### config.mk
export PLATFORM = sky130hd
export DESIGN_NAME = swire_search_host
export DESIGN_NICKNAME = d
export VERILOG_FILES = /design/src/pkg/swire_host_pkg.sv /design/src/rtl/swire_search_host.sv /design/src/rtl/us_tick.sv
export SDC_FILE = /design/constraint.sdc
export NUM_CORES = 1
export LEC_CHECK = 0
export BUFFER_PORTS_ARGS = -buffer_cell sky130_fd_sc_hd__buf_2
export CORE_MARGIN = 10
export CORE_UTILIZATION = 35
export DETAILED_ROUTE_END_ITERATION = 10
export GPL_TIMING_DRIVEN = 0
export SYNTH_ARGS = -nofsm -noshare
export SYNTH_HDL_FRONTEND = slang
export SYNTH_HIERARCHICAL = 1
export SYNTH_SLANG_ARGS = --single-unit
### constraint.sdc
create_clock -name CLK -period 5.1 [get_ports CLK]
set_input_delay 0.255 -clock CLK [delete_from_list [all_inputs] [get_ports CLK]]
set_output_delay 0.255 -clock CLK [all_outputs]
set_load 0.1 [all_outputs]
### src/pkg/swire_host_pkg.sv
package swire_host_pkg;
	// clock
	localparam int CLK_PERIOD_NS = 10;
	localparam int NS_PER_US = 1000;
	localparam int US_CYCLES = NS_PER_US / CLK_PERIOD_NS;

	// bus timing, microseconds
	localparam int RESET_LOW_TIME_US = 480;
	localparam int RESET_RECOVERY_TIME_US = 470;
	localparam int RESET_TOTAL_LIMIT_US = 960;
	localparam int PRESENCE_SAMPLE_US = 70;
	localparam int LINE_LOW_LIMIT_US = 120;
	localparam int WRITE0_LOW_US = 60;
	localparam int WRITE1_LOW_US = 6;
	localparam int READ_LOW_US = 1;
	localparam int READ_SAMPLE_US = 13;
	localparam int READ_VALID_WINDOW_US = 15;
	localparam int SLOT_END_US = 70;
	localparam int US_W = 10;

	// APB register map
	localparam int ADDR_W = 12;
	localparam logic [ADDR_W-1:0] CTRL_OFFSET = 12'h000;
	localparam logic [ADDR_W-1:0] DATA_OFFSET = 12'h004;
	localparam logic [ADDR_W-1:0] STATUS_OFFSET = 12'h008;
	localparam int CTRL_OP_LSB = 0;
	localparam int CTRL_OP_W = 3;
	localparam int CTRL_DIR_BIT = 3;
	localparam int STAT_BUSY_BIT = 0;
	localparam int STAT_PRESENCE_BIT = 1;
	localparam int STAT_ID_BIT = 2;
	localparam int STAT_CMP_BIT = 3;
	localparam int STAT_TAKEN_BIT = 4;

	// operations started by a write to the control register
	localparam logic [2:0] OP_NONE = 3'h0;
	localparam logic [2:0] OP_RESET = 3'h1;
	localparam logic [2:0] OP_WRITE_BIT = 3'h2;
	localparam logic [2:0] OP_READ_BIT = 3'h3;
	localparam logic [2:0] OP_WRITE_BYTE = 3'h4;
	localparam logic [2:0] OP_READ_BYTE = 3'h5;
	localparam logic [2:0] OP_TRIPLET = 3'h6;
	localparam logic [3:0] SLOTS_BIT = 4'h1;
	localparam logic [3:0] SLOTS_BYTE = 4'h8;
	localparam logic [3:0] SLOTS_TRIPLET = 4'h3;
	localparam logic [3:0] TRIPLET_WRITE_SLOT = 4'h2;

	// map of the device outside, reached by byte commands over the line
	localparam logic [7:0] COND_SEARCH_CMD = 8'hEC;
	localparam logic [7:0] SEARCH_CONDITION_SELECT = 8'h07;
	localparam int SEARCH_POLARITY_BIT = 0;
	localparam int SOURCE_SELECT_LOW = 1;
	localparam int SOURCE_SELECT_HIGH = 2;
	localparam int CHANNEL_SELECT_LOW = 3;
	localparam int CHANNEL_SELECT_HIGH = 4;
	localparam logic [4:0] SEARCH_CONDITION_POWERUP = 5'h1F;

	typedef enum {ST_IDLE, ST_RST_LOW, ST_RST_REL, ST_SLOT} host_state_e;
endpackage

### src/rtl/swire_search_host.sv
module swire_search_host
	import swire_host_pkg::*;
#(
	parameter logic [US_W-1:0] RESET_LOW_US = US_W'(RESET_LOW_TIME_US),
	parameter logic [US_W-1:0] RESET_RECOVERY_US = US_W'(RESET_RECOVERY_TIME_US)
) (
	input wire logic CLK,
	input wire logic SYS_RST,
	input wire logic PSEL,
	input wire logic PENABLE,
	input wire logic PWRITE,
	input wire logic [ADDR_W-1:0] PADDR,
	input wire logic [31:0] PWDATA,
	output logic [31:0] PRDATA,
	output logic PREADY,
	output logic PSLVERR,
	input wire logic DQ_IN,
	output logic DQ_OUT,
	output logic DQ_OE_N
);
	localparam logic [US_W-1:0] US_ONE = US_W'(1);
	host_state_e state, next_state;
	logic [2:0] op, next_op;
	logic [3:0] slot_num, next_slot_num;
	logic [3:0] slot_total, next_slot_total;
	logic [US_W-1:0] elapsed, next_elapsed;
	logic [7:0] shift, next_shift;
	logic dir, next_dir;
	logic id_bit, next_id_bit;
	logic cmp_bit, next_cmp_bit;
	logic taken, next_taken;
	logic presence, next_presence;
	logic drive, next_drive;
	logic [31:0] rdata, next_rdata;
	logic tick, tick_clr, sample, slot_begin;
	logic wr_access, start, mapped;
	////////////////////////////////////////////////////////////////////////
	us_tick #(.DIV(US_CYCLES)) us_tick_i (
		.clk(CLK),
		.rst(SYS_RST),
		.clr(tick_clr),
		.tick(tick)
	);
	function automatic logic slot_is_read(input logic [2:0] o, input logic [3:0] s);
		slot_is_read = (o == OP_READ_BIT) || (o == OP_READ_BYTE) ||
			(o == OP_TRIPLET && s < TRIPLET_WRITE_SLOT);
	endfunction
	function automatic logic [US_W-1:0] low_len(input logic [2:0] o, input logic [3:0] s,
			input logic t, input logic b0);
		logic wv;
		wv = (o == OP_TRIPLET) ? t : b0;
		if (slot_is_read(o, s)) begin
			low_len = US_W'(READ_LOW_US);
		end else if (wv) begin
			low_len = US_W'(WRITE1_LOW_US);
		end else begin
			low_len = US_W'(WRITE0_LOW_US);
		end
	endfunction
	////////////////////////////////////////////////////////////////////////
	// APB slave: zero wait states, read data latched in the setup cycle
	always_comb begin
		mapped = (PADDR == CTRL_OFFSET) || (PADDR == DATA_OFFSET) ||
			(PADDR == STATUS_OFFSET);
		wr_access = PSEL && PENABLE && PWRITE;
		// commands arriving while busy are dropped; software polls busy first
		start = wr_access && (PADDR == CTRL_OFFSET) && (state == ST_IDLE);
		next_rdata = rdata;
		if (PSEL && !PENABLE) begin
			next_rdata = '0;
			case (PADDR)
				CTRL_OFFSET: next_rdata[CTRL_DIR_BIT] = dir;
				DATA_OFFSET: next_rdata[7:0] = shift;
				STATUS_OFFSET: begin
					next_rdata[STAT_BUSY_BIT] = (state != ST_IDLE);
					next_rdata[STAT_PRESENCE_BIT] = presence;
					next_rdata[STAT_ID_BIT] = id_bit;
					next_rdata[STAT_CMP_BIT] = cmp_bit;
					next_rdata[STAT_TAKEN_BIT] = taken;
				end
				default: next_rdata = '0;
			endcase
		end
	end
	assign PREADY = 1'b1;
	assign PSLVERR = PSEL && PENABLE && !mapped;
	assign PRDATA = rdata;
	////////////////////////////////////////////////////////////////////////
	// line sequencer
	always_comb begin
		next_state = state;
		next_op = op;
		next_slot_num = slot_num;
		next_slot_total = slot_total;
		next_elapsed = elapsed;
		next_shift = shift;
		next_dir = dir;
		next_id_bit = id_bit;
		next_cmp_bit = cmp_bit;
		next_taken = taken;
		next_presence = presence;
		tick_clr = 1'b0;
		sample = 1'b0;
		if (state == ST_IDLE && wr_access) begin
			if (PADDR == CTRL_OFFSET) begin
				next_dir = PWDATA[CTRL_DIR_BIT];
			end else if (PADDR == DATA_OFFSET) begin
				next_shift = PWDATA[7:0];
			end
		end
		case (state)
			ST_IDLE: begin
				if (start) begin
					next_op = PWDATA[CTRL_OP_LSB +: CTRL_OP_W];
					next_slot_num = '0;
					next_elapsed = '0;
					tick_clr = 1'b1;
					next_state = ST_SLOT;
					case (PWDATA[CTRL_OP_LSB +: CTRL_OP_W])
						OP_RESET: begin
							next_state = ST_RST_LOW;
							next_presence = 1'b0;
						end
						OP_WRITE_BIT, OP_READ_BIT: next_slot_total = SLOTS_BIT;
						OP_WRITE_BYTE, OP_READ_BYTE: next_slot_total = SLOTS_BYTE;
						OP_TRIPLET: next_slot_total = SLOTS_TRIPLET;
						default: begin
							next_state = ST_IDLE;
							tick_clr = 1'b0;
						end
					endcase
				end
			end
			ST_RST_LOW: begin
				if (tick) begin
					next_elapsed = elapsed + US_ONE;
					if (elapsed == RESET_LOW_US - US_ONE) begin
						next_state = ST_RST_REL;
						next_elapsed = '0;
					end
				end
			end
			ST_RST_REL: begin
				if (tick) begin
					next_elapsed = elapsed + US_ONE;
					// the presence pulse is sure to be low at 70 us after release
					if (elapsed == US_W'(PRESENCE_SAMPLE_US - 1)) begin
						next_presence = !DQ_IN;
					end
					if (elapsed == RESET_RECOVERY_US - US_ONE) begin
						next_state = ST_IDLE;
					end
				end
			end
			ST_SLOT: begin
				if (tick) begin
					next_elapsed = elapsed + US_ONE;
					if (slot_is_read(op, slot_num) &&
							elapsed == US_W'(READ_SAMPLE_US - 1)) begin
						sample = 1'b1;
						if (op == OP_READ_BYTE) begin
							next_shift = {DQ_IN, shift[7:1]};
						end else if (op == OP_READ_BIT) begin
							next_shift = {7'h00, DQ_IN};
						end else if (slot_num == 4'h0) begin
							next_id_bit = DQ_IN;
						end else begin
							// both zero means a conflict: follow software's direction
							next_cmp_bit = DQ_IN;
							next_taken = (id_bit != DQ_IN) ? id_bit : dir;
						end
					end
					if (elapsed == US_W'(SLOT_END_US - 1)) begin
						if (op == OP_WRITE_BYTE) begin
							next_shift = {1'b0, shift[7:1]};
						end
						next_slot_num = slot_num + 4'h1;
						next_elapsed = '0;
						if (slot_num + 4'h1 == slot_total) begin
							next_state = ST_IDLE;
						end else begin
							tick_clr = 1'b1;
						end
					end
				end
			end
			default: next_state = ST_IDLE;
		endcase
		next_drive = (next_state == ST_RST_LOW) || (next_state == ST_SLOT &&
			next_elapsed < low_len(next_op, next_slot_num, next_taken, next_shift[0]));
		slot_begin = tick_clr && (next_state == ST_SLOT);
	end
	always_ff @(posedge CLK) begin
		if (SYS_RST) begin
			state <= ST_IDLE;
			op <= OP_NONE;
			slot_num <= '0;
			slot_total <= '0;
			elapsed <= '0;
			shift <= '0;
			dir <= 1'b0;
			id_bit <= 1'b0;
			cmp_bit <= 1'b0;
			taken <= 1'b0;
			presence <= 1'b0;
			drive <= 1'b0;
			rdata <= '0;
		end else begin
			state <= next_state;
			op <= next_op;
			slot_num <= next_slot_num;
			slot_total <= next_slot_total;
			elapsed <= next_elapsed;
			shift <= next_shift;
			dir <= next_dir;
			id_bit <= next_id_bit;
			cmp_bit <= next_cmp_bit;
			taken <= next_taken;
			presence <= next_presence;
			drive <= next_drive;
			rdata <= next_rdata;
		end
	end
	// open drain: the line is only ever pulled low, never driven high
	assign DQ_OUT = 1'b0;
	assign DQ_OE_N = !drive;
	////////////////////////////////////////////////////////////////////////
	// helper counters for the timing checks
	logic [16:0] low_cycles;
	logic [17:0] rst_cycles;
	always_ff @(posedge CLK) begin
		if (SYS_RST) begin
			low_cycles <= '0;
			rst_cycles <= '0;
		end else begin
			low_cycles <= drive ? low_cycles + 17'h00001 : '0;
			rst_cycles <= (state == ST_RST_LOW || state == ST_RST_REL) ?
				rst_cycles + 18'h00001 : '0;
		end
	end
endmodule

### src/rtl/us_tick.sv
module us_tick
	import swire_host_pkg::*;
#(
	parameter int DIV = US_CYCLES
) (
	input wire logic clk,
	input wire logic rst,
	input wire logic clr,
	output logic tick
);
	localparam int CW = (DIV > 1) ? $clog2(DIV) : 1;
	localparam logic [CW-1:0] LAST = CW'(DIV - 1);
	localparam logic [CW-1:0] ONE = CW'(1);

	logic [CW-1:0] cnt;
	logic [CW-1:0] next_cnt;

	// clearing restarts the phase so that every interval is a full microsecond
	always_comb begin
		if (clr || cnt == LAST) begin
			next_cnt = '0;
		end else begin
			next_cnt = cnt + ONE;
		end
	end

	always_ff @(posedge clk) begin
		if (rst) begin
			cnt <= '0;
		end else begin
			cnt <= next_cnt;
		end
	end

	// tick must not look at clr: the sequencer raises clr from tick, which would loop
	assign tick = (cnt == LAST);
endmodule

==> impl_metrics.csv, run 1 <==
group,metric,value,unit
power_and_ir_drop,powerDensity,292,mW/mm2
sta,fin_skew,0.00882,ns
place,gp_congestion,0.851,
drt,routed.top_layer,"met4",
status,outcome,"finished, final reports clean",
grt,grt_max_degree,15,
sta,slew_violations,0,
worst_setup_path,crit_path_end_kind,"register",
sta,finalHoldViolations,0,
clocking,htreeDepth,3,
floorplan,die_h,129,um
drt,drt_pre_antenna_iters,4,
layout,drive_gt1_frac,0.171,
layout,nets,642,
drt,wl_met2,4850,um
clocking,post_cts_buffers,0,
floorplan,pin_count,86,
power_and_ir_drop,leakage,1.95,nW
layout,final_common_cell,"dfxtp_1",
yosys,netlist_instances,484,
worst_setup_path,startpoint_type,"register",
clocking,cts_tree,"done",
yosys,synth-seq-cells,81,
clocking,cts-hold-fix-buffers,0,
layout,mostFrequentLayoutCells,"dfxtp_1 (81), conb_1 (56), nand2_1 (46), nor2_1 (44)",
drt,wl_per_cell,14.6,um
worst_setup_path,crit_fanout,10,
power_and_ir_drop,power.total,0.00146,W
yosys,synth_cell_types,70,
grt,grt_pass1_wl,17700,um
yosys,syn_area_per_cell,8.54,um2
yosys,synth_edf_count,0,
worst_setup_path,required,5.34,ns
yosys,synth.cell_area,0.00414,mm2
place,dp_hpwl,8180,um
drt,via_per_inst,5.05,
sta,fmax,229,MHz
drt,drt_iter0_markers,257,
floorplan,initial_core_util,0.359,
grt,antenna_found_initial,0,
drt,drt-total-wl,10600,um
sta,rsz0062_at_grt,"false",
clocking,cts_buffer_depth,2,
job,maxCapViolCount,0,
clocking,cts_buffers,9,
yosys,synthArstFlopShare,0,
drt,num_vias,3684,
clocking,cts_resized,0,
yosys,synth_ff_type,"dfxtp_1",
clocking,clk_pin_slew_worst_paths,0.06,ns
layout,layout.cells.non_filler,729,
clocking,clock-sinks,81,
sta,period_minus_slack,4.36,ns
grt,grt_overflow,0,
min_path,hp-class,"input port to register",
sta,relSlewSlack,0.542,
sta,fin_crit_sh,0.855,
worst_setup_path,worstPathArrival,4.60,ns
sta,fin_tns_setup,0,ns
layout,syn_to_final_growth,20.5,%
drt,drcViolationCount,0,
grt,track_usage,0.132,
sta,tightestPinTransition,0.682,ns
worst_setup_path,worstSetupPathType,"register to register",
place,place_ws,0.768,ns
drt,postRouteAntennaNets,0,
yosys,seq_area_frac_synth,0.392,
place,io_buffers,32,
floorplan,num_rows,39,
power_and_ir_drop,vdd_drop_max,0.151,mV
drt,routed-wl-met3,878,um
worst_setup_path,regToRegSetupSlack,0.74,ns
place,dp.cells,713,
drt,met1_length,4570,um
layout,postLayoutCoreUtil,0.433,
sta,finalSetupViolCount,0,
yosys,ys_warn_count,6,
sta,setup_ws,0.741,ns
floorplan,core,0.0115,mm2
layout,antenna_cells,0,
clocking,cts-root-buf,"clkbuf_16",
floorplan,die_w,129,um
clocking,clk_latency,0.34,ns
grt,grt_pass1_vias,3719,
floorplan,die_area,0.0166,mm2
## cell usage after synthesis (10+ instances only)
cell | instances | area, um2
a21oi_1 | 35 | 175
a22oi_1 | 10 | 75.1
buf_4 | 26 | 195
clkbuf_1 | 19 | 71.3
dfxtp_1 | 81 | 1620
ha_1 | 11 | 138
inv_1 | 16 | 60.1
nand2_1 | 46 | 173
nand3_1 | 22 | 110
nor2_1 | 44 | 165
nor2b_1 | 11 | 68.8
nor4_1 | 12 | 75.1
## registers in the layout, summed over array words and instances (netlist names)
| signal | flops |
|---|---|
| PRDATA | 8 |
| cmp_bit | 1 |
| dir | 1 |
| drive | 1 |
| elapsed | 10 |
| id_bit | 1 |
| op | 3 |
| presence | 1 |
| shift | 8 |
| slot_num | 4 |
| slot_total | 3 |
| state | 32 |
| taken | 1 |
| us_tick_i/cnt | 7 |
## final timing paths
path	startpoint	to	cells past startpoint
hold reg to reg	PRDATA[2]$_SDFFE_PP0P_	PRDATA[2]$_SDFFE_PP0P_	2
setup / recovery	us_tick_i/cnt[0]$_SDFF_PP0_	drive$_SDFF_PP0_	17
setup reg to reg	us_tick_i/cnt[0]$_SDFF_PP0_	drive$_SDFF_PP0_	17
hold / removal	PWDATA[3]	dir$_SDFFE_PP0P_	3
## logic make-up (layout without fill, tap and decap cells)
kind of cell / count (synthesis) / count (layout) / synth area share
adder cells (fa/ha/maj): 12 / 12 / 0.0357
other: 2 / 56 / 0.00182
multiplexers: 14 / 14 / 0.0366
AND/OR/NAND/NOR: 200 / 200 / 0.262
flip-flops: 81 / 81 / 0.392
buffers and inverters: 67 / 115 / 0.0871
XOR/XNOR: 10 / 10 / 0.0212
AO/OA/AOI/OAI: 98 / 98 / 0.163
## report_power, final
part	switching (W)	internal, W
Clock	0.000263	0.000395
Combinational	0.000119	0.0000283
Sequential	0.00000497	0.000647
Total	0.000386	0.00107
## per-stage QoR
| stage | area (um2) | hold WS (ns) |
|---|---|---|
| floorplan | 4340 | 0.395 |
| global placement | 4680 | 0.441 |
| detailed placement | 4680 | 0.443 |
| CTS | 4980 | 0.182 |
| global route | 4980 | 0.210 |
| finish | 4980 | 0.185 |
## area by class of cell
| class | instances | area, um2 |
|---|---|---|
| Buffer | 50 | 297 |
| Sequential cell | 81 | 1620 |
| Clock inverter | 5 | 62.6 |
| Multi-Input combinational cell | 390 | 2360 |
| Timing Repair Buffer | 32 | 160 |
| Inverter | 17 | 63.8 |
| Fill cell | 1180 | 6530 |
| Clock buffer | 11 | 243 |
| Tap cell | 143 | 179 |
## metal layers
layer / GRT usage / up-vias
met1: 0.150 / 1697
li1: - / 1834
met5: 0 / -
met4: 0.0542 / 0
met2: 0.222 / 124
met3: 0.0448 / 29
## critical path: stages, from the launching register on
cell and delay (ns):
dfxtp_1 0.37, ha_1 0.26, nand4bb_2 0.18, nor2_1 0.12
clkbuf_1 0.37, nand4b_1 0.22, or4b_1 0.60, nor2_1 0.29
nand2_1 0.10, o211ai_1 0.14, and2_1 0.28, nand2b_4 0.08
ha_1 0.30, and4_1 0.21, a21oi_1 0.13, and3_1 0.19
nand4_1 0.13, o41ai_2 0.29
(Power assumes the default switching activity.)
==> run 2, diff against run 1 <==
Settings changed: SYNTH_HIERARCHICAL 1 to default.
==> impl_metrics.csv, run 2 <==
group,metric,value,unit
yosys,syn_area_per_cell,8.36,um2
drt,met1_length,4740,um
sta,finalSetupViolCount,0,
drt,drt_iter0_markers,161,
worst_setup_path,startpoint_type,"register",
sta,slew_violations,0,
drt,routed.top_layer,"met4",
yosys,synth_cell_types,59,
clocking,cts-hold-fix-buffers,0,
status,outcome,"finished, final reports clean",
sta,fin_crit_sh,0.871,
worst_setup_path,reg2reg_depth,16,
power_and_ir_drop,switching_share,0.278,
worst_setup_path,worstSetupPathType,"register to register",
power_and_ir_drop,clkPwrFrac,0.429,
floorplan,die_w,128,um
grt,grt_overflow,0,
yosys,synth_top_area_frac,0.400,
layout,max_flop_register,"state",
worst_setup_path,required,5.38,ns
yosys,synthTopCellsByCount,"dfxtp_1 (81), nor2_1 (53), nand2_1 (42), a21oi_1 (37), buf_4 (26)",
layout,final_common_cell,"dfxtp_1",
worst_setup_path,cpMaxStageDelayCell,"nor4_2",
yosys,synth_edf_count,0,
clocking,clk_pin_slew_worst_paths,0.06,ns
sta,tightestPinTransition,0.758,ns
place,io_buffers,32,
clocking,htreeDepth,3,
floorplan,initial_core_util,0.357,
layout,reg_top3,"state: 32 flops, elapsed: 10 flops",
power_and_ir_drop,switchingPower,0.000388,W
power_and_ir_drop,powerDensity,286,mW/mm2
layout,antenna_cells,0,
clocking,post_cts_buffers,0,
sta,rsz0062_at_grt,"false",
layout,mostFrequentLayoutCells,"dfxtp_1 (81), conb_1 (56), nor2_1 (53), nand2_1 (42), a21oi_1 (37)",
sta,fin_skew,0.00837,ns
yosys,synth-seq-cells,81,
floorplan,core,0.0114,mm2
drt,postRouteAntennaNets,0,
floorplan,die_h,128,um
worst_setup_path,critPathLaunch,"state[7]$_SDFF_PP0_",
drt,drt_pre_antenna_iters,5,
drt,drt-total-wl,10400,um
clocking,cts_tree,"done",
clocking,cts-root-buf,"clkbuf_16",
sta,period_minus_slack,4.44,ns
layout,largest_register_ff_count,32,
min_path,hp-class,"input port to register",
yosys,synth_top_area_cell,"dfxtp_1",
clocking,cts_resized,0,
power_and_ir_drop,intPower,0.00101,W
yosys,ys_warn_count,0,
layout,syn_to_final_growth,20.3,%
yosys,netlist_instances,485,
drt,drcViolationCount,0,
worst_setup_path,crit_chain,"nor4_1, nand4_1, or2_1, buf_2, nor4_2, a221oi_1, mux2_2, nand2_1, ha_1, a21oi_1, nand2_1, a21o_1, a21oi_1, nand4_1, a2111oi_2, o21a_1",
drt,via_per_inst,4.97,
drt,wl_per_cell,14.3,um
clocking,cts_buffer_depth,2,
job,maxCapViolCount,0,
clocking,cts_buffers,9,
worst_setup_path,timing.rr.start,"state[7]$_SDFF_PP0_",
worst_setup_path,regToRegSetupSlack,0.66,ns
grt,antenna_found_initial,0,
power_and_ir_drop,seq_power_share,0.467,
layout,drive_gt1_frac,0.170,
worst_setup_path,crit_fanout,10,
worst_setup_path,worst-path-stages,16,
worst_setup_path,max_stage_delay,0.66,ns
sta,finalHoldWorstSlack,0.185,ns
yosys,synth.cell_area,0.00406,mm2
drt,num_vias,3628,
sta,finalHoldViolations,0,
sta,fmax,225,MHz
sta,relSlewSlack,0.491,
power_and_ir_drop,vdd_drop_max,0.211,mV
grt,grt_max_degree,16,
yosys,synth_most_common_cell,"dfxtp_1",
drt,wl_met2,4580,um
floorplan,num_rows,39,
layout,nets,643,
worst_setup_path,crit_path_end,"drive$_SDFF_PP0_",
yosys,synth_area_leaders,"dfxtp_1 (40%), nor2_1 (4.9%), buf_4 (4.8%)",
sta,fin_tns_setup,0,ns
worst_setup_path,r2r-end,"drive$_SDFF_PP0_",
place,dp_hpwl,8050,um
worst_setup_path,crit_path_end_kind,"register",
grt,track_usage,0.128,
yosys,synth_ff_type,"dfxtp_1",
floorplan,die_area,0.0163,mm2
power_and_ir_drop,p_comb_frac,0.104,
grt,grt_pass1_wl,17400,um
worst_setup_path,worst-path-buf-inv,1,
power_and_ir_drop,leakage,1.99,nW
drt,routed-wl-met3,943,um
grt,grt_pass1_vias,3521,
clocking,clk_latency,0.34,ns
worst_setup_path,path_delay_family,"simple AND/OR/NAND/NOR gates",
floorplan,pin_count,86,
yosys,seq_area_frac_synth,0.400,
worst_setup_path,worstPathArrival,4.72,ns
place,gp_congestion,0.872,
clocking,clock-sinks,81,
yosys,synthArstFlopShare,0,
## run 2: routing by layer
layer / GRT usage / vias up
met1: 0.162 / 1651
met4: 0.0404 / 0
met2: 0.198 / 123
met3: 0.0455 / 16
li1: - / 1838
met5: 0 / -
## run 2: worst min-delay path by stage
stage                                      startpoint                     endpoint  slack [ns]  cells past startpoint
final                                       PWDATA[3]             dir$_SDFFE_PP0P_        0.19                      3
after global routing                        PWDATA[3]             dir$_SDFFE_PP0P_        0.18                      3
after CTS                                   PWDATA[3]             dir$_SDFFE_PP0P_        0.18                      3
after detailed placement  us_tick_i.cnt[0]$_SDFF_PP0_  us_tick_i.cnt[0]$_SDFF_PP0_        0.43                      1
after global placement    us_tick_i.cnt[0]$_SDFF_PP0_  us_tick_i.cnt[0]$_SDFF_PP0_        0.43                      1
after floorplan                             PWDATA[3]             dir$_SDFFE_PP0P_        0.39                      2
## run 2: final cells by class
| cell class | count | area (um2) |
|---|---|---|
| buffer | 46 | 288 |
| inverter | 17 | 63.8 |
| tap | 143 | 179 |
| clock inverter | 7 | 56.3 |
| timing repair buffer | 32 | 160 |
| fill | 1137 | 6490 |
| multi-input combinational | 395 | 2290 |
| clock buffer | 9 | 225 |
| sequential | 81 | 1620 |
## run 2: kinds of logic (layout without fill, tap and decap cells)
group | count (synthesis) | after routing | synth area share
AOI/OAI and AO/OA | 105 | 105 | 0.163
xor gates and xnor gates | 10 | 10 | 0.0216
adders and majority gates | 11 | 11 | 0.0339
buffers and inverters | 63 | 111 | 0.0867
DFF | 81 | 81 | 0.400
muxes | 14 | 14 | 0.0370
other | 2 | 56 | 0.00185
and+or+nand+nor | 199 | 199 | 0.256
## run 2: stage by stage
step | setup slack [ns] | cell area, um2 | total power (W) | util | instances
2_1_floorplan | 1.44 | 4260 | 0.000788 | - | 539
3_3_place_gp | 0.657 | 4600 | 0.000809 | 0.404 | 714
3_5_place_dp | 0.673 | 4600 | 0.000810 | 0.404 | 714
4_1_cts | 0.652 | 4880 | 0.00141 | 0.429 | 730
5_1_grt | 0.269 | 4880 | 0.00145 | 0.429 | 730
6_report | 0.657 | 4880 | 0.00140 | 0.429 | 730
## run 2: tightest hold or removal path, cell delays in order
cell,delay (ns)
buf_2,0.12
nand2_1,0.06
a21oi_1,0.05
## run 2: power by group through the flow
stage                     Sequential (W)  Clock [W]  Combinational, W
final                           0.000652   0.000599          0.000146
after global routing            0.000654   0.000641          0.000153
after CTS                       0.000652   0.000612          0.000144
after detailed placement        0.000666          0          0.000144
after global placement          0.000666          0          0.000143
after floorplan                 0.000665          0          0.000123
==> run 3, diff against run 2 <==
Settings changed: ABC_AREA from default to 1, CTS_CLUSTER_DIAMETER from default to 60.
==> impl_metrics.csv, run 3 <==
group,metric,value,unit
status,outcome,"finished, final reports clean",
layout,syn_to_final_growth,20.8,%
yosys,seq_area_frac_synth,0.382,
layout,mostFrequentLayoutCells,"nand2_1 (101), dfxtp_1 (81), nor2_1 (72), inv_1 (66), conb_1 (56)",
layout,antenna_cells,0,
clocking,clk_latency,0.33,ns
grt,track_usage,0.119,
clocking,cts_buffer_depth,2,
floorplan,die_w,130,um
worst_setup_path,worst-path-buf-inv,0,
grt,antenna_found_initial,0,
layout,nets,745,
grt,grt_overflow,0,
sta,fin_skew,0.00637,ns
drt,drt_pre_antenna_iters,6,
yosys,synth_edf_count,0,
worst_setup_path,crit_fanout,8,
worst_setup_path,max_stage_delay,0.45,ns
worst_setup_path,startpoint_type,"register",
layout,final_common_cell,"nand2_1",
layout,max_flop_register,"state",
job,maxCapViolCount,0,
worst_setup_path,worstSetupPathType,"register to register",
drt,postRouteAntennaNets,0,
worst_setup_path,crit_chain,"ha_1, nand2_1, nor2_1, nand2_1, nor2_4, nand3_1, nand2_1, nand2_1, a31oi_1, mux2i_1, or2_1, ha_1, a21oi_1, o21a_1, nand2_1, nor2_1, nand2_1, a21oi_2",
sta,slew_violations,0,
sta,finalHoldWorstSlack,0.211,ns
yosys,synthArstFlopShare,0,
layout,largest_register_ff_count,32,
floorplan,core,0.0120,mm2
yosys,synth_area_leaders,"dfxtp_1 (38%), nand2_1 (8.9%), nor2_1 (6.4%)",
grt,grt_pass1_vias,3563,
drt,routed.top_layer,"met4",
power_and_ir_drop,vdd_drop_max,0.160,mV
drt,num_vias,3824,
sta,rsz0062_at_grt,"false",
place,io_buffers,35,
drt,via_per_inst,4.57,
sta,finalHoldViolations,0,
worst_setup_path,cpMaxStageDelayCell,"dfxtp_1",
clocking,cts_buffers,9,
clocking,cts-root-buf,"clkbuf_16",
floorplan,die_h,130,um
sta,fin_crit_sh,0.670,
worst_setup_path,required,5.37,ns
yosys,syn_area_per_cell,7.27,um2
grt,grt_max_degree,18,
drt,drt-total-wl,9970,um
clocking,cts_resized,0,
yosys,ys_warn_count,0,
place,gp_congestion,0.860,
layout,postLayoutCoreUtil,0.429,
power_and_ir_drop,leakage,2.40,nW
yosys,synth_top_area_frac,0.382,
yosys,synth.cell_area,0.00425,mm2
min_path,hp-class,"input port to register",
clocking,cts_tree,"done",
sta,relSlewSlack,0.565,
power_and_ir_drop,power.total,0.00151,W
floorplan,num_rows,40,
drt,wl_met2,4510,um
yosys,synth_top_area_cell,"dfxtp_1",
sta,finalSetupViolCount,0,
place,dp.cells,820,
floorplan,pin_count,86,
layout,drive_gt1_frac,0.184,
floorplan,die_area,0.0169,mm2
yosys,synth_most_common_cell,"nand2_1",
sta,fin_tns_setup,0,ns
drt,routed-wl-met3,897,um
clocking,clock-sinks,81,
worst_setup_path,worstPathArrival,3.69,ns
worst_setup_path,path_delay_family,"simple AND/OR/NAND/NOR gates",
sta,fmax,293,MHz
yosys,synth_ff_type,"dfxtp_1",
yosys,synth_cell_types,46,
grt,grt_pass1_wl,16400,um
yosys,synthTopCellsByCount,"nand2_1 (101), dfxtp_1 (81), nor2_1 (72), inv_1 (66), nand3_1 (45)",
layout,layout.cells.non_filler,836,
yosys,synth-seq-cells,81,
sta,tightestPinTransition,0.652,ns
drt,drt_iter0_markers,247,
clocking,post_cts_buffers,0,
power_and_ir_drop,powerDensity,294,mW/mm2
clocking,cts-hold-fix-buffers,0,
drt,met1_length,4470,um
floorplan,initial_core_util,0.355,
worst_setup_path,crit_path_frequent_cell,"nand2_1",
clocking,clk_pin_slew_worst_paths,0.06,ns
sta,period_minus_slack,3.42,ns
worst_setup_path,crit_path_end_kind,"register",
layout,reg_top3,"state: 32 flops, elapsed: 10 flops",
yosys,netlist_instances,584,
drt,wl_per_cell,11.9,um
place,dp_hpwl,7890,um
drt,drcViolationCount,0,
clocking,htreeDepth,3,
[run 3: cell types whose count changed after synthesis, moves of 12 or more]
cell / change
nor2_1: +19
nor4_1: -12
nand3_1: +24
nand2_1: +59
o21ai_0: +13
inv_1: +50
a22oi_1: -15
[run 3: layout make-up]
| cell class | instances | area [um2] |
|---|---|---|
| well taps | 147 | 184 |
| inverters | 77 | 289 |
| flip-flops and latches | 81 | 1620 |
| fillers | 1216 | 6830 |
| clock buffers | 9 | 225 |
| repair buffers | 35 | 175 |
| multi-input cells | 445 | 2300 |
| plain buffers | 35 | 239 |
| clock inverters | 7 | 95.1 |
[run 3: where the power goes]
group / total (W) / internal [W] / switching, W
clock: 0.000675 / 0.000394 / 0.000281
sequential: 0.000657 / 0.000651 / 0.00000626
combinational: 0.000178 / 0.0000323 / 0.000145
total: 0.00151 / 0.00108 / 0.000433
[run 3: tightest hold or removal path, cell delays in order]
cell and delay, ns:
buf_2 0.10, o21ai_0 0.08, nor2_1 0.07
[run 3: worst paths after layout]
check / from / endpoint / slack [ns] / depth (start not counted)
max: elapsed[0]$_SDFF_PP0_ / drive$_SDFF_PP0_ / 1.68 / 18
min: PWDATA[3] / dir$_SDFFE_PP0P_ / 0.21 / 3
max reg2reg: elapsed[0]$_SDFF_PP0_ / drive$_SDFF_PP0_ / 1.68 / 18
min reg2reg: us_tick_i.cnt[0]$_SDFF_PP0_ / us_tick_i.cnt[0]$_SDFF_PP0_ / 0.45 / 1
[run 3: layer usage]
layer,vias up,global-route usage
met5,-,0
met4,0,0.0317
met3,7,0.0377
met2,103,0.198
met1,1686,0.145
li1,2028,-
[run 3: logic make-up after synthesis]
kind of cell,after synthesis,synth area share
flip-flops,81,0.382
AND/OR/NAND/NOR,278,0.308
AO/OA/AOI/OAI,88,0.127
buffers and inverters,112,0.124
other,2,0.00177
XOR/XNOR,11,0.0227
multiplexers,1,0.00236
adder cells (fa/ha/maj),11,0.0324
[run 3: per-stage QoR]
stage               area (um2)  setup slack, ns
floorplan                 4450             2.34
global placement          4810             1.72
detailed placement        4810             1.72
CTS                       5130             1.68
global route              5130             1.28
finish                    5130             1.68
